`src/logic/act_pkg.sv`:
```
// constants, tables and register map of the conversion timing and filter control block
package act_pkg;
	// clock
	localparam int CLK_MHZ = 20;
	localparam int CLK_PERIOD_NS = 50;
	// modulator dividers
	localparam int DIV_NORM = 16;
	localparam int DIV_TURBO = 8;
	localparam logic [3:0] HALF_NORM = 4'(DIV_NORM / 2 - 1);
	localparam logic [3:0] HALF_TURBO = 4'(DIV_TURBO / 2 - 1);
	// first-conversion lead in system clocks
	localparam int LEAD_NORM = 210;
	localparam int LEAD_TURBO = 114;
	// oscillator wake-up bound, longest time rounds down
	localparam int WAKE_NORM_US = 50;
	localparam int WAKE_TURBO_US = 25;
	localparam int WAKE_NORM_CYC = (WAKE_NORM_US * CLK_MHZ * 1000) / 1000;
	localparam int WAKE_TURBO_CYC = (WAKE_TURBO_US * CLK_MHZ * 1000) / 1000;
	// conversion tables, index = row*7 + rate, row 0 normal (and mode code 3), 1 duty, 2 turbo
	localparam int RATES = 7;
	localparam logic [19:0] CONT_DEF [0:20] = '{204768, 91120, 46128, 23664, 12464, 6896, 4144,
		823120, 364560, 184592, 94736, 49936, 27664, 16656,
		102384, 45560, 23064, 11832, 6232, 3448, 2072};
	// duty-cycle single-shot rows repeat the normal rows
	localparam logic [19:0] SINGLE_DEF [0:20] = '{204850, 91218, 46226, 23762, 12562, 6994, 4242,
		204850, 91218, 46226, 23762, 12562, 6994, 4242,
		102434, 45618, 23122, 11890, 6290, 3506, 2130};
	// register map
	localparam logic [7:0] ADDR_CTRL = 8'h00;
	localparam logic [7:0] ADDR_CMD = 8'h04;
	localparam logic [7:0] ADDR_STATUS = 8'h08;
	localparam logic [7:0] ADDR_RESULT = 8'h0c;
	localparam logic [7:0] ADDR_INT_STAT = 8'h10;
	localparam logic [7:0] ADDR_INT_MASK = 8'h14;
	// control fields
	localparam int CTL_W = 13;
	localparam int CTL_MODE = 0;
	localparam int CTL_RATE = 2;
	localparam int CTL_REJ = 5;
	localparam int CTL_SINGLE = 7;
	localparam int CTL_BYP = 8;
	localparam int CTL_GAIN = 9;
	localparam int CTL_INTOSC = 12;
	localparam logic [CTL_W-1:0] CTRL_RST = 13'h1000;
	localparam logic [1:0] MODE_DUTY = 2'h1;
	localparam logic [1:0] MODE_TURBO = 2'h2;
	localparam logic [2:0] RATE_LAST = 3'h6;
	localparam logic [2:0] RATE_REJ = 3'h0;
	localparam logic [2:0] GAIN_BYP_MAX = 3'h2;
	// command bits
	localparam int CMD_LAUNCH = 0;
	localparam int CMD_STOP = 1;
	// interrupt bits
	localparam int INT_W = 2;
	localparam int INT_DONE = 0;
	localparam int INT_OSC_LATE = 1;
	// axi responses
	localparam logic [1:0] RESP_OKAY = 2'h0;
	localparam logic [1:0] RESP_SLVERR = 2'h2;
	typedef enum logic [1:0] {S_IDLE, S_WAKE, S_LEAD, S_CONV} act_state_e;
endpackage

```
`src/logic/act_conv_ctrl.sv`:
```
// conversion timing, modulator divider, filter set-up and axi4-lite registers
`timescale 1ns/100ps
module act_conv_ctrl import act_pkg::*; #(
	parameter logic [19:0] CONT_CYC [0:20] = CONT_DEF,
	parameter logic [19:0] SINGLE_CYC [0:20] = SINGLE_DEF
) (
	// clock and reset
	input wire logic clk,
	input wire logic rst_b,
	// axi4-lite write
	input wire logic [7:0] s_axi_awaddr,
	input wire logic s_axi_awvalid,
	output logic s_axi_awready,
	input wire logic [31:0] s_axi_wdata,
	input wire logic [3:0] s_axi_wstrb,
	input wire logic s_axi_wvalid,
	output logic s_axi_wready,
	output logic [1:0] s_axi_bresp,
	output logic s_axi_bvalid,
	input wire logic s_axi_bready,
	// axi4-lite read
	input wire logic [7:0] s_axi_araddr,
	input wire logic s_axi_arvalid,
	output logic s_axi_arready,
	output logic [31:0] s_axi_rdata,
	output logic [1:0] s_axi_rresp,
	output logic s_axi_rvalid,
	input wire logic s_axi_rready,
	// serial command decoder and oscillator pins
	input wire logic launch_active,
	input wire logic osc_ready,
	output logic osc_pwr_en,
	// modulator and filter
	output logic mod_clk,
	output logic [1:0] filt_mode_sel,
	output logic [2:0] filt_rate_sel,
	output logic [1:0] filt_notch_sel,
	input wire logic [15:0] filt_result,
	// amplifier
	output logic amp_bypass_bit,
	output logic gain_amplifier_en,
	output logic [2:0] gain_sel,
	// result and interrupt
	output logic result_ready_n,
	output logic [15:0] conv_result,
	output logic irq
);
	typedef struct packed {
		logic launch_s1;
		logic launch_s2;
		logic launch_q;
		logic osc_s1;
		logic osc_s2;
		logic [CTL_W-1:0] ctrl;
		act_state_e state;
		logic [19:0] cnt;
		logic [19:0] tgt;
		logic [19:0] age;
		logic [10:0] wake;
		logic [3:0] div;
		logic mod_clk;
		logic ready;
		logic [15:0] result;
		logic [INT_W-1:0] int_stat;
		logic [INT_W-1:0] int_mask;
		logic aw_have;
		logic [7:0] aw_addr;
		logic w_have;
		logic [31:0] w_data;
		logic [3:0] w_strb;
		logic bvalid;
		logic [1:0] bresp;
		logic rvalid;
		logic [31:0] rdata;
		logic [1:0] rresp;
	} act_st_s;

	act_st_s st_reg;
	act_st_s st_next;
	logic [1:0] mode;
	logic [2:0] rate;
	logic turbo;
	logic [4:0] idx;
	logic launch_evt;
	logic stop_evt;
	logic conv_done;
	logic wr_go;
	logic rd_go;
	logic [31:0] wmask;
	logic [19:0] lead_cyc;
	logic [10:0] wake_cyc;

	// decoded settings; unknown rate codes fall back to the last rate, 6
	assign mode = st_reg.ctrl[CTL_MODE +: 2];
	assign rate = (st_reg.ctrl[CTL_RATE +: 3] > RATE_LAST) ? RATE_LAST : st_reg.ctrl[CTL_RATE +: 3];
	assign turbo = (mode == MODE_TURBO);
	assign idx = 5'((turbo ? 2 : (mode == MODE_DUTY) ? 1 : 0) * RATES) + 5'(rate);
	assign lead_cyc = turbo ? 20'(LEAD_TURBO) : 20'(LEAD_NORM);
	assign wake_cyc = turbo ? 11'(WAKE_TURBO_CYC) : 11'(WAKE_NORM_CYC);
	assign wr_go = st_reg.aw_have && st_reg.w_have && !st_reg.bvalid;
	assign rd_go = s_axi_arvalid && !st_reg.rvalid;
	assign wmask = {{8{st_reg.w_strb[3]}}, {8{st_reg.w_strb[2]}}, {8{st_reg.w_strb[1]}}, {8{st_reg.w_strb[0]}}};
	// launch ends at the last serial clock falling edge or on a software command
	assign launch_evt = (st_reg.launch_q && !st_reg.launch_s2)
		|| (wr_go && st_reg.aw_addr == ADDR_CMD && st_reg.w_strb[0] && st_reg.w_data[CMD_LAUNCH]);
	assign stop_evt = wr_go && st_reg.aw_addr == ADDR_CMD && st_reg.w_strb[0] && st_reg.w_data[CMD_STOP];
	assign conv_done = (st_reg.state == S_CONV) && (st_reg.cnt == 20'h00000);

	// next-state logic for the whole block
	always_comb begin
		st_next = st_reg;
		// pin synchronisers
		st_next.launch_s1 = launch_active;
		st_next.launch_s2 = st_reg.launch_s1;
		st_next.launch_q = st_reg.launch_s2;
		st_next.osc_s1 = osc_ready;
		st_next.osc_s2 = st_reg.osc_s1;
		// modulator divider, restarts cleanly on the half-period count
		if (st_reg.div >= (turbo ? HALF_TURBO : HALF_NORM)) begin
			st_next.div = 4'h0;
			st_next.mod_clk = !st_reg.mod_clk;
		end else begin
			st_next.div = st_reg.div + 4'h1;
		end
		st_next.age = st_reg.age + 20'h00001;
		// conversion sequencer, all counts in system clocks
		if (stop_evt) begin
			st_next.state = S_IDLE;
		end else if (launch_evt) begin
			st_next.wake = 11'h000;
			if (st_reg.ctrl[CTL_INTOSC] && !st_reg.osc_s2) begin
				st_next.state = S_WAKE;
			end else if (st_reg.ctrl[CTL_SINGLE]) begin
				st_next.state = S_CONV;
				st_next.cnt = SINGLE_CYC[idx] - 20'h00001;
				st_next.tgt = SINGLE_CYC[idx];
				st_next.age = 20'h00000;
			end else begin
				st_next.state = S_LEAD;
				st_next.cnt = lead_cyc - 20'h00001;
				st_next.tgt = lead_cyc;
				st_next.age = 20'h00000;
			end
		end else begin
			unique case (st_reg.state)
				S_IDLE: begin
				end
				S_WAKE: begin
					st_next.wake = st_reg.wake + 11'h001;
					if (st_reg.osc_s2 || st_reg.wake >= wake_cyc) begin
						st_next.age = 20'h00000;
						if (st_reg.ctrl[CTL_SINGLE]) begin
							st_next.state = S_CONV;
							st_next.cnt = SINGLE_CYC[idx] - 20'h00001;
							st_next.tgt = SINGLE_CYC[idx];
						end else begin
							st_next.state = S_LEAD;
							st_next.cnt = lead_cyc - 20'h00001;
							st_next.tgt = lead_cyc;
						end
					end
				end
				S_LEAD: begin
					if (st_reg.cnt == 20'h00000) begin
						st_next.state = S_CONV;
						st_next.cnt = CONT_CYC[idx] - 20'h00001;
						st_next.tgt = CONT_CYC[idx];
						st_next.age = 20'h00000;
					end else begin
						st_next.cnt = st_reg.cnt - 20'h00001;
					end
				end
				S_CONV: begin
					if (conv_done) begin
						// continuous mode reloads for the next period
						st_next.cnt = CONT_CYC[idx] - 20'h00001;
						st_next.tgt = CONT_CYC[idx];
						st_next.age = 20'h00000;
						if (st_reg.ctrl[CTL_SINGLE]) begin
							st_next.state = S_IDLE;
						end
					end else begin
						st_next.cnt = st_reg.cnt - 20'h00001;
					end
				end
			endcase
		end
		// axi write channel capture in either order
		if (s_axi_awvalid && !st_reg.aw_have) begin
			st_next.aw_have = 1'b1;
			st_next.aw_addr = s_axi_awaddr;
		end
		if (s_axi_wvalid && !st_reg.w_have) begin
			st_next.w_have = 1'b1;
			st_next.w_data = s_axi_wdata;
			st_next.w_strb = s_axi_wstrb;
		end
		if (st_reg.bvalid && s_axi_bready) begin
			st_next.bvalid = 1'b0;
		end
		if (wr_go) begin
			st_next.aw_have = 1'b0;
			st_next.w_have = 1'b0;
			st_next.bvalid = 1'b1;
			st_next.bresp = RESP_OKAY;
			unique case (st_reg.aw_addr)
				ADDR_CTRL: st_next.ctrl = CTL_W'((32'(st_reg.ctrl) & ~wmask) | (st_reg.w_data & wmask));
				ADDR_CMD, ADDR_STATUS, ADDR_RESULT: begin
				end
				ADDR_INT_STAT: st_next.int_stat = st_reg.int_stat & ~(st_reg.w_data[INT_W-1:0] & wmask[INT_W-1:0]);
				ADDR_INT_MASK: st_next.int_mask = (st_reg.int_mask & ~wmask[INT_W-1:0]) | (st_reg.w_data[INT_W-1:0] & wmask[INT_W-1:0]);
				default: st_next.bresp = RESP_SLVERR;
			endcase
		end
		// axi read
		if (st_reg.rvalid && s_axi_rready) begin
			st_next.rvalid = 1'b0;
		end
		if (rd_go) begin
			st_next.rvalid = 1'b1;
			st_next.rresp = RESP_OKAY;
			st_next.rdata = 32'h00000000;
			unique case (s_axi_araddr)
				ADDR_CTRL: st_next.rdata = 32'(st_reg.ctrl);
				ADDR_CMD: begin
				end
				ADDR_STATUS: st_next.rdata = {28'h0000000, st_reg.state == S_WAKE, st_reg.osc_s2, st_reg.ready, st_reg.state != S_IDLE};
				ADDR_RESULT: begin
					st_next.rdata = {16'h0000, st_reg.result};
					st_next.ready = 1'b0;
				end
				ADDR_INT_STAT: st_next.rdata = 32'(st_reg.int_stat);
				ADDR_INT_MASK: st_next.rdata = 32'(st_reg.int_mask);
				default: st_next.rresp = RESP_SLVERR;
			endcase
		end
		// a new result wins over a read or clear in the same cycle
		if (conv_done) begin
			st_next.result = filt_result;
			st_next.ready = 1'b1;
			st_next.int_stat[INT_DONE] = 1'b1;
		end
		if (st_reg.state == S_WAKE && (st_reg.osc_s2 || st_reg.wake >= wake_cyc) && !st_reg.osc_s2 && !launch_evt) begin
			st_next.int_stat[INT_OSC_LATE] = 1'b1;
		end
	end

	// state register
	always_ff @(posedge clk or negedge rst_b) begin
		if (!rst_b) begin
			st_reg <= '0;
			st_reg.ctrl <= CTRL_RST;
			st_reg.state <= S_IDLE;
		end else begin
			st_reg <= st_next;
		end
	end

	// bus handshakes
	assign s_axi_awready = !st_reg.aw_have;
	assign s_axi_wready = !st_reg.w_have;
	assign s_axi_bvalid = st_reg.bvalid;
	assign s_axi_bresp = st_reg.bresp;
	assign s_axi_arready = !st_reg.rvalid;
	assign s_axi_rvalid = st_reg.rvalid;
	assign s_axi_rdata = st_reg.rdata;
	assign s_axi_rresp = st_reg.rresp;

	// analog-side settings; counting in clk cycles keeps every time proportional to the clock
	assign mod_clk = st_reg.mod_clk;
	assign filt_mode_sel = mode;
	assign filt_rate_sel = rate;
	assign filt_notch_sel = (rate == RATE_REJ && !turbo) ? st_reg.ctrl[CTL_REJ +: 2] : 2'h0;
	assign amp_bypass_bit = st_reg.ctrl[CTL_BYP] && (st_reg.ctrl[CTL_GAIN +: 3] <= GAIN_BYP_MAX);
	assign gain_amplifier_en = !amp_bypass_bit;
	assign gain_sel = st_reg.ctrl[CTL_GAIN +: 3];
	// oscillator powers up from the first serial clock rise of the launch command
	assign osc_pwr_en = st_reg.ctrl[CTL_INTOSC] && (st_reg.launch_s2 || st_reg.launch_q || st_reg.state != S_IDLE);
	assign result_ready_n = !st_reg.ready;
	assign conv_result = st_reg.result;
	assign irq = |(st_reg.int_stat & st_reg.int_mask);
endmodule // act_conv_ctrl

```
`config.mk`:
```
export PLATFORM = sky130hd
export DESIGN_NAME = act_conv_ctrl
export DESIGN_NICKNAME = d
export VERILOG_FILES = /design/src/logic/act_pkg.sv /design/src/logic/act_conv_ctrl.sv
export SDC_FILE = /design/constraint.sdc
export NUM_CORES = 1
export LEC_CHECK = 0
export ABC_AREA = 1
export ABC_CLOCK_PERIOD_IN_PS = 6800
export CELL_PAD_IN_SITES_DETAIL_PLACEMENT = 2
export CELL_PAD_IN_SITES_GLOBAL_PLACEMENT = 2
export CORE_ASPECT_RATIO = 2
export CORE_MARGIN = 5
export CORE_UTILIZATION = 40
export CTS_CLUSTER_SIZE = 24
export DETAILED_ROUTE_END_ITERATION = 10
export DONT_BUFFER_PORTS = 1
export PLACE_DENSITY_LB_ADDON = 0.2
export RECOVER_POWER = 25
export SYNTH_ARGS = -nofsm -noshare
export SYNTH_HDL_FRONTEND = slang
export SYNTH_SLANG_ARGS = --single-unit
export TNS_END_PERCENT = 50
```
`constraint.sdc`:
```
create_clock -name clk -period 6.8 [get_ports clk]
set_input_delay 0.34 -clock clk [delete_from_list [all_inputs] [get_ports clk]]
set_output_delay 0.34 -clock clk [all_outputs]
set_load 0.005 [all_outputs]
```
==> metrics.cfg, run 1 <==
[yosys]
synthArstFlopShare_pct=100.0
netlist_instances=1026
yosysSeqAreaShare_pct=37.51
synth_ff_type=dfrtp_1
synth-seq-cells=122
synth.avg_cell_area_um2=7.936
ys_types=58
yosysWarnings=0
synth_edf_count=0
netlist_area_um2=8143
synth_area_leaders=dfrtp_1, nand2_1, buf_4, inv_1, nand3_1
synth_area_leader_cell=dfrtp_1
yosys.area.top_type_share_pct=37.19

[critical_path]
crit_slowest_cell=fa_1
crit_path_max_incr_delay_ns=0.97
required_ns=7.12
crit_path_start_kind=flop
cp_cell_sequence=inv_1 > ha_1 > inv_1 > ha_1 > ha_1 > inv_1 > fa_1 > inv_1 > nand3_1 > nand2_1 > inv_1 > ha_1 > nand3_2 > nor2_1 > xor2_1 > o22ai_1 > nand2_1 > nand2_1
endpoint_kind=flop
critPathMaxFanout=21
critical_path_arrival_ns=5.01
critPathKind=reg -> reg
cp.depth=18
r2r_cells=18
path_buf_inv=5
crit_family=adder cells
worst_path_most_repeated_cell=inv_1

[layout]
final_util_pct=42.56
nets=1092
areaGrowthSynthToFinish_pct=5.977
antenna_cells=0
final_common_cell=nand2_1
drive_above_1_share_pct=12.01
final_cell_mix=nand2_1, dfrtp_1, inv_1, nor2_1, nand3_1

[status]
violations=capacitance limit, slew limit
outcome=finished with violations

[placed_design]
port_buffers=0
gp_congestion=0.8789
hpwl_um=22290

[clock_tree]
cts_tree=yes
cts_resized=0
cts.path.max_buffers=2
clock_sink_count=122
insertion_delay_ns=0.43
clockRootBuffer=clkbuf_16
path_clk_slew_ns=0.06
numCtsBuffers=17
h-tree-depth=4

[grt]
grt_pass1_vias=8048
grt_first_pass_wirelength_um=46020
grt_max_degree=123
gr-total-overflow=0
grt_usage_pct=25.73
antenna_found_initial=0

[timing]
setup_viol=0
setup_tns_ns=0
rsz0062_at_grt=false
final_hold_viol_count=0
skew_ns=0.008577
slew_headroom_pct=-114.1
tightest_slew_ns=3.212
maxSlewViolCount=123
fin_crit_sh_pct=69.02
period_minus_slack_ns=4.694
max_freq_ghz=0.2131

[floorplanning]
dieArea_um2=23480
fp-row-count=74
die_x_um=110.9
die_h_um=211.8
start_util_pct=40.16
ios=150
coreArea_um2=20280

[route]
vias_per_cell=5.584
drc_errors=0
vias=7064
wire_per_inst_um=23.25
ant_nets=0
routed_wl_um=29410
dr.pass1.iters=4
drtIter0Drc=227

[min_path]
hold_path_class=in -> reg
whs_path_depth=1

[power]
power_density_nw_per_um2=405.1
cellLeakagePower_nw=4.135
ir_drop_mv=0.2783

[flow_run]
maxCapViolations=1

[Yosys cell counts, types with 6 or more instances]
| cell | count |
|---|---|
| nand2_1 | 205 |
| dfrtp_1 | 121 |
| inv_1 | 118 |
| nor2_1 | 94 |
| nand3_1 | 74 |
| buf_4 | 61 |
| o21ai_0 | 47 |
| a21oi_1 | 40 |
| ha_1 | 28 |
| mux2_2 | 19 |
| nand4_1 | 19 |
| o21ai_1 | 19 |
| xor2_1 | 15 |
| mux2_4 | 10 |
| nand2_2 | 10 |
| clkbuf_1 | 9 |
| o22ai_1 | 9 |
| buf_6 | 8 |
| o31ai_1 | 8 |
| inv_2 | 7 |
| nor3_1 | 7 |
| nor3_2 | 7 |
| o211ai_1 | 7 |
| nand3_2 | 6 |
| nor2_2 | 6 |
[per-stage QoR]
| step | power (mW) | hold WS (ns) | cell area [um^2] | worst slack, ns | std cells |
|---|---|---|---|---|---|
| floorplan | 2.080 | 0.04441 | 8207 | 3.644 | 1043 |
| global placement | 2.419 | 0.04876 | 7940 | 2.185 | 1227 |
| detailed placement | 2.477 | 0.04813 | 7940 | 2.079 | 1227 |
| CTS | 3.533 | 0.03367 | 8656 | 2.091 | 1265 |
| global route | 3.732 | 0.02599 | 8630 | 1.716 | 1265 |
| finish | 3.495 | 0.05283 | 8630 | 2.106 | 1265 |
[routing by layer]
layer / track usage (%) / routed length (um) / vias to the layer above / share of wire (%)
met3: 5.120 / 895 / 82 / 3.0
li1: - / - / 3231 / -
met2: 51.68 / 17270 / 162 / 59
met4: 17.05 / 2057 / 0 / 7.0
met1: 22.31 / 9190 / 3589 / 31
met5: 0 / 0 / - / 0
[final cells by class]
cell class / count / area (um^2)
Clock buffer: 17 / 425.4
Clock inverter: 15 / 212.7
Fill cell: 2334 / 11650
Inverter: 127 / 479.2
Multi-Input combinational cell: 711 / 4066
Sequential cell: 122 / 3054
Tap cell: 266 / 332.8
Timing Repair Buffer: 7 / 58.81
[power breakdown]
part           internal (mW)  total (mW)  switching [mW]
Sequential             0.909        1.09           0.181
Clock                  0.620       0.993           0.373
Combinational          0.437        1.41           0.976
Total                   1.97        3.50            1.53
[cell families (layout without fill, tap and decap cells)]
family                     Yosys count  in the layout  synth area share, %
and+or+nand+nor                    456            456                26.34
buffers and inverters              210            166                13.34
AOI/OAI and AO/OA                  159            159                11.60
DFF                                122            122                37.51
adders and majority gates           29             29                4.548
muxes                               29             29                4.471
xor gates and xnor gates            20             20                2.151
other                                1             18              0.04605
[worst paths after layout]
kind,start,end,slack (ns)
worst min register to register,st_next[199]$_DFF_PN0_,st_next[198]$_DFF_PN0_,0.35
worst max register to register,flop,st_reg[170]$_DFFE_PN0P_,2.11
min in group asynchronous,rst_b,st_reg[178]$_DFFE_PN0P_,1.42
worst max-delay path,flop,st_reg[170]$_DFFE_PN0P_,2.11
worst min-delay path,filt_result[14],conv_result[14]$_DFFE_PN0P_,0.05
max in group asynchronous,rst_b,st_reg[117]$_DFFE_PN0P_,3.36
[repair_timing]
item / CTS / global route
hold endpoints to repair: 126 / 0
hold buffers: 6 / 0
buffers inserted: 0 / 0
Power figures use the tool's default switching activity.
==> inputs of run 2 (changes only) <==
--- a/config.mk
+++ b/config.mk
@@ -6,12 +6,12 @@
 export NUM_CORES = 1
 export LEC_CHECK = 0
 export ABC_AREA = 1
-export ABC_CLOCK_PERIOD_IN_PS = 6800
+export ABC_CLOCK_PERIOD_IN_PS = 4800
 export CELL_PAD_IN_SITES_DETAIL_PLACEMENT = 2
 export CELL_PAD_IN_SITES_GLOBAL_PLACEMENT = 2
 export CORE_ASPECT_RATIO = 2
 export CORE_MARGIN = 5
-export CORE_UTILIZATION = 40
+export CORE_UTILIZATION = 37
 export CTS_CLUSTER_SIZE = 24
 export DETAILED_ROUTE_END_ITERATION = 10
 export DONT_BUFFER_PORTS = 1
==> constraint.sdc (replaced) <==
create_clock -name clk -period 4.8 [get_ports clk]
set_input_delay 0.24 -clock clk [delete_from_list [all_inputs] [get_ports clk]]
set_output_delay 0.24 -clock clk [all_outputs]
set_load 0.005 [all_outputs]
==> run 2 against run 1 <==
- the run still ends with capacitance limit, slew limit left
- final cell count is 4.1% higher
- count of clock-buffer cells in the layout increased by 3
- critical endpoint is now st_reg[178]$_DFFE_PN0P_
- global-route usage increased by 0.67 points
- critical path type unchanged
- power is 45% higher
- first-iteration DRC count shrank 17%
- core utilization shrank 0.53 points
- fmax rose by 14%
- via count is 2.7% higher
- routed wire length rose by 8.8%
- die area grew 7.5%
- largest power group unchanged
==> metrics.cfg, run 2 (same netlist as run 1, synthesis figures left out) <==
[timing]
period_minus_slack_ns=4.124  ; -0.5700 ns
setup_viol=0  ; unchanged
setup_tns_ns=0  ; unchanged
fin_crit_sh_pct=85.91  ; +17 points
skew_ns=0.01323  ; +0.004655 ns
whs_ns=0.04943  ; -0.003408 ns
maxSlewViolCount=123  ; unchanged
max_freq_ghz=0.2425  ; +14%
tightest_slew_ns=3.281  ; +0.06927 ns
rsz0062_at_grt=false
final_hold_viol_count=0  ; unchanged
slew_headroom_pct=-118.7  ; -4.6 points

[floorplanning]
fp-row-count=76  ; +2.7%
ios=150  ; unchanged
die_h_um=219.8  ; +3.8%
die_x_um=114.9  ; +3.6%
start_util_pct=37.72  ; -2.4 points
dieArea_um2=25250  ; +7.5%
coreArea_um2=21590  ; +6.5%

[route]
top_layer=met4
wl_met1_um=10080  ; +9.6%
drtIter0Drc=189  ; -17%
routed_wl_um=31990  ; +8.8%
wl_met2_um=18850  ; +9.1%
ant_nets=0  ; unchanged
wire_per_inst_um=24.29  ; +4.5%
drc_errors=0  ; unchanged
met3WireLength_um=1041  ; +16%
dr.pass1.iters=6  ; +2
vias=7252  ; +2.7%
vias_per_cell=5.506  ; -1.4%

[critical_path]
critPathKind=reg -> reg
required_ns=5.13  ; -1.99 ns
critPathMaxFanout=21  ; unchanged
critical_path_arrival_ns=4.45  ; -0.56 ns
crit_path_start_kind=flop
reg2reg_slack_ns=0.68  ; -1.43 ns
endpoint_kind=flop

[grt]
gr-total-overflow=0  ; unchanged
grt_pass1_vias=8387  ; +4.2%
grt_first_pass_wirelength_um=49810  ; +8.2%
grt_max_degree=123  ; unchanged
grt_usage_pct=26.40  ; +0.67 points
antenna_found_initial=0  ; unchanged

[placed_design]
hpwl_um=22540  ; +1.1%
post_dp_cell_area_um2=8001  ; +0.77%
port_buffers=0  ; unchanged
gp_congestion=0.9042  ; +2.9%

[flow_run]
maxCapViolations=1  ; unchanged

[clock_tree]
cts.path.max_buffers=2  ; unchanged
cts_tree=yes
numCtsBuffers=17  ; unchanged
insertion_delay_ns=0.44  ; about the same
clock_sink_count=122  ; unchanged
path_clk_slew_ns=0.06  ; about the same
h-tree-depth=4  ; unchanged
clockRootBuffer=clkbuf_16
post_cts_buffers=0  ; unchanged

[min_path]
hold_path_class=in -> reg

[layout]
n_fill_cell=2429  ; +4.1%
final_common_cell=nand2_1
antenna_cells=0  ; unchanged
areaGrowthSynthToFinish_pct=11.42
nets=1138  ; +4.2%
drive_above_1_share_pct=12.07  ; +0.057 points
final_cell_mix=nand2_1, dfrtp_1, inv_1, nor2_1, nand3_1
design_area_um2=9072  ; +5.1%

[power]
power_density_nw_per_um2=558.7  ; +38%
ir_drop_mv=0.3388  ; +22%
cellLeakagePower_nw=4.335  ; +4.8%

[status]
outcome=finished with violations
violations=capacitance limit, slew limit

run 2: cell types whose count changed in the layout (fill, tap and decap cells not counted):
cell and change:
dlygate4sd3_1 +39, buf_4 +8, clkbuf_8 +2, clkinv_2 +2, clkinv_4 -2, inv_6 -2
clkinvlp_4 -1, inv_8 -1
run 2: worst paths after layout:
path	from	depth (start not counted)	to
setup / recovery	flop	20	st_reg[178]$_DFFE_PN0P_
hold / removal	s_axi_araddr[3]	2	s_axi_rresp[1]$_DFFE_PN0P_
setup reg to reg	flop	20	st_reg[178]$_DFFE_PN0P_
hold reg to reg	st_next[199]$_DFF_PN0_	0	st_next[198]$_DFF_PN0_
max in group asynchronous	rst_b	2	st_reg[110]$_DFFE_PN0P_
min in group asynchronous	rst_b	2	st_reg[180]$_DFFE_PN0P_
run 2: metrics by stage:
step / std cells / power (mW) / worst slack (ns) / util (%)
3_3_place_gp: 1241 / 3.475 / 0.7887 / 37.07
2_1_floorplan: 1043 / 2.947 / 1.644 / -
6_report: 1317 / 5.069 / 0.6763 / 42.03
5_1_grt: 1317 / 5.374 / 0.4342 / 42.03
4_1_cts: 1317 / 5.021 / 0.6624 / 42.13
3_5_place_dp: 1241 / 3.543 / 0.6777 / 37.07
run 2: critical path: stages, from the launching register on:
cell and delay, ns:
dfrtp_1 0.53, inv_1 0.09, ha_1 0.30, inv_1 0.06, ha_1 0.28, ha_1 0.19
inv_1 0.08, fa_1 0.43, inv_1 0.12, nand2_2 0.07, nand2_2 0.36, nand3_1 0.17
nand2_1 0.22, inv_1 0.08, ha_1 0.22, nand3_2 0.14, nand3_1 0.17, nand4_1 0.16
nand3_1 0.14, nand3_1 0.13, nand2_1 0.06
run 2: area by class of cell:
class / count / area, um^2 / share of cell area [%]
multi-input combinational: 711 / 4066 / 44.82
sequential: 122 / 3054 / 33.66
timing repair buffer: 53 / 505.5 / 5.572
inverter: 127 / 479.2 / 5.282
clock buffer: 20 / 456.7 / 5.034
tap: 273 / 341.6 / 3.765
clock inverter: 11 / 168.9 / 1.862
run 2: where the power goes:
group	internal, mW	switching, mW	leakage [nW]	total, mW
registers	1.29	0.270	1.54	1.56
logic	0.657	1.45	2.49	2.10
clock network	0.893	0.515	0.306	1.41
total	2.84	2.23	4.34	5.07
run 2: routing by layer:
metal	GRT usage (%)	vias to the layer above
li1	-	3317
met1	23.88	3675
met2	51.99	170
met3	5.001	90
met4	15.71	0
met5	0	-
run 2: timing repair:
| item | 4_1_cts | 5_1_grt |
|---|---|---|
| endpoints found under the hold margin | 165 | 0 |
| endpoints found under the setup margin | 0 | 0 |
| hold buffers | 45 | 0 |
| resized for setup | 0 | 0 |
==> inputs of run 3 (changes only) <==
==> constraint.sdc (replaced) <==
create_clock -name clk -period 4.8 [get_ports clk]
set_input_delay 0.24 -clock clk [delete_from_list [all_inputs] [get_ports clk]]
set_output_delay 0.24 -clock clk [all_outputs]
set_load 0.02 [all_outputs]
==> run 3 against run 2 <==
- the run ends with hold timing, capacitance limit, slew limit left
- largest cell class unchanged
- via count down 0.68%
- critical path type unchanged
- fmax down 3.2%
- critical endpoint unchanged
- flip-flop and latch count unchanged
==> metrics.cfg, run 3 (same netlist as run 1, synthesis figures left out) <==
[flow_run]
maxCapViolations=1  ; unchanged

[placed_design]
dp_cells=1241  ; unchanged
port_buffers=0  ; unchanged
gp_congestion=0.8833  ; -2.3%
hpwl_um=22930  ; +1.7%
dp_slack_ns=0.5557  ; -0.1220 ns

[floorplanning]
fp-row-count=76  ; unchanged
coreArea_um2=21590  ; unchanged
dieArea_um2=25250  ; unchanged
ios=150  ; unchanged
die_x_um=114.9  ; unchanged
start_util_pct=37.72  ; unchanged
die_h_um=219.8  ; unchanged

[grt]
grt_pass1_vias=8294  ; -1.1%
antenna_found_initial=0  ; unchanged
grt_max_degree=123  ; unchanged
gr-total-overflow=0  ; unchanged
grt_first_pass_wirelength_um=48660  ; -2.3%
grt_usage_pct=25.67  ; -0.73 points

[timing]
rsz0062_at_grt=false
slew_headroom_pct=-112.2  ; +6.5 points
fin_crit_sh_pct=88.71  ; +2.8 points
tightest_slew_ns=3.184  ; -0.09752 ns
whs_ns=-0.001630  ; -0.05106 ns
period_minus_slack_ns=4.258  ; +0.1342 ns
maxSlewViolCount=123  ; unchanged
setup_tns_ns=0  ; unchanged
skew_ns=0.01139  ; -0.001844 ns
setup_viol=0  ; unchanged
final_hold_viol_count=1  ; +1
max_freq_ghz=0.2349  ; -3.2%
setup_slack_ns=0.5421  ; -0.1342 ns

[clock_tree]
cts.path.max_buffers=2  ; unchanged
insertion_delay_ns=0.44  ; about the same
cts_tree=yes
cts_resized=0  ; unchanged
clock_sink_count=122  ; unchanged
h-tree-depth=4  ; unchanged
path_clk_slew_ns=0.07  ; about the same
clockRootBuffer=clkbuf_16
numCtsBuffers=17  ; unchanged

[critical_path]
critical_path_arrival_ns=4.59  ; +0.14 ns
reg2reg_to=st_reg[178]$_DFFE_PN0P_
crit_path_max_incr_delay_ns=0.66  ; +0.13 ns
required_ns=5.13  ; about the same
r2r_cells=19  ; -5.0%
crit_path_start_kind=flop
path_buf_inv=4  ; -1
crit_family=simple AND/OR/NAND/NOR gates
crit_slowest_cell=a21oi_1
critPathKind=reg -> reg
cp_cell_sequence=inv_1 > a21oi_1 > ha_1 > ha_1 > inv_1 > fa_1 > inv_1 > nand2_2 > nand2_2 > nand3_1 > nand2_1 > inv_1 > ha_1 > nand3_2 > nand3_1 > nand4_1 > nand3_1 > nand3_1 > nand2_1
reg2reg_slack_ns=0.54  ; -0.13 ns
endpoint_kind=flop
critPathMaxFanout=17  ; -19%

[layout]
areaGrowthSynthToFinish_pct=10.45
antenna_cells=0  ; unchanged
nets=1135  ; -0.26%
regArea_um2=3054  ; unchanged
final_common_cell=nand2_1
drive_above_1_share_pct=12.00  ; -0.073 points
final_cells=1315  ; -0.15%
final_cell_mix=nand2_1, dfrtp_1, inv_1, nor2_1, nand3_1
n_fill_cell=2395  ; -1.4%
multi_input_area_um2=4066  ; unchanged

[min_path]
min_to=st_reg[43]$_DFFE_PN0P_
whs_path_depth=2  ; unchanged
hold_path_class=in -> reg
min_from=s_axi_wdata[1]

[route]
dr.pass1.iters=4  ; -2
drc_errors=0  ; unchanged
routed_wl_um=31420  ; -1.8%
drtIter0Drc=204  ; +7.9%
vias_per_cell=5.478  ; -0.52%
wire_per_inst_um=23.89  ; -1.6%
ant_nets=0  ; unchanged
vias=7203  ; -0.68%

[status]
violations=hold timing, capacitance limit, slew limit
outcome=finished with violations

[power]
cellLeakagePower_nw=4.302  ; -0.77%
power_density_nw_per_um2=556.8  ; -0.34%
ir_drop_mv=0.5084  ; +50%

run 3: cell count changes in the layout (fill, tap and decap cells not counted):
cell	change
dlygate4sd3_1	-3
clkinvlp_4	-1
clkinv_2	-1
clkbuf_1	+2
clkbuf_8	-2
bufinv_16	-2
clkinv_4	+1
inv_6	+4
run 3: where the power goes:
group / internal (mW) / switching [mW] / leakage (nW)
logic: 0.655 / 1.46 / 2.48
registers: 1.29 / 0.312 / 1.54
clock network: 0.773 / 0.525 / 0.284
total: 2.71 / 2.29 / 4.30
run 3: worst register-to-register path: stages, from the launching register on:
cell	delay (ns)
dfrtp_1	0.36
inv_1	0.12
a21oi_1	0.66
ha_1	0.29
ha_1	0.19
inv_1	0.08
fa_1	0.44
inv_1	0.11
nand2_2	0.07
nand2_2	0.30
nand3_1	0.18
nand2_1	0.21
inv_1	0.06
ha_1	0.21
nand3_2	0.14
nand3_1	0.17
nand4_1	0.17
nand3_1	0.17
nand3_1	0.16
nand2_1	0.06
run 3: worst max path at each step:
stage,from,end,depth (start not counted)
after floorplan,flop,st_reg[170]$_DFFE_PN0P_,16
after global placement,flop,st_reg[178]$_DFFE_PN0P_,19
after detailed placement,flop,st_reg[178]$_DFFE_PN0P_,19
after CTS,flop,st_reg[178]$_DFFE_PN0P_,19
after global routing,flop,st_reg[170]$_DFFE_PN0P_,18
final,flop,st_reg[178]$_DFFE_PN0P_,19
run 3: per-stage QoR:
step / power, mW / util [%] / instance area (um^2)
floorplan: 3.037 / - / 8207
global placement: 3.554 / 37.07 / 8001
detailed placement: 3.629 / 37.07 / 8001
CTS: 4.999 / 41.77 / 9016
global route: 5.331 / 41.66 / 8994
finish: 5.008 / 41.66 / 8994
run 3: timing repair:
| item | CTS | global route |
|---|---|---|
| hold endpoints to repair | 162 | 0 |
| hold buffers | 42 | 0 |
| buffers inserted | 0 | 0 |
run 3: per-layer routing:
layer  GRT usage, %  up-vias  routed length [um]
met5              0        -                   0
met4          13.83        0                1799
met3          4.946       79                 982
met2          51.89      163               18800
met1          22.61     3655                9833
li1               -     3306                   -
run 3: area by class of cell:
type / count / share of cell area (%)
Tap cell: 273 / 3.798
Inverter: 127 / 5.328
Clock buffer: 20 / 4.855
Multi-Input combinational cell: 711 / 45.21
Sequential cell: 122 / 33.96
Clock inverter: 12 / 1.558
Timing Repair Buffer: 50 / 5.287
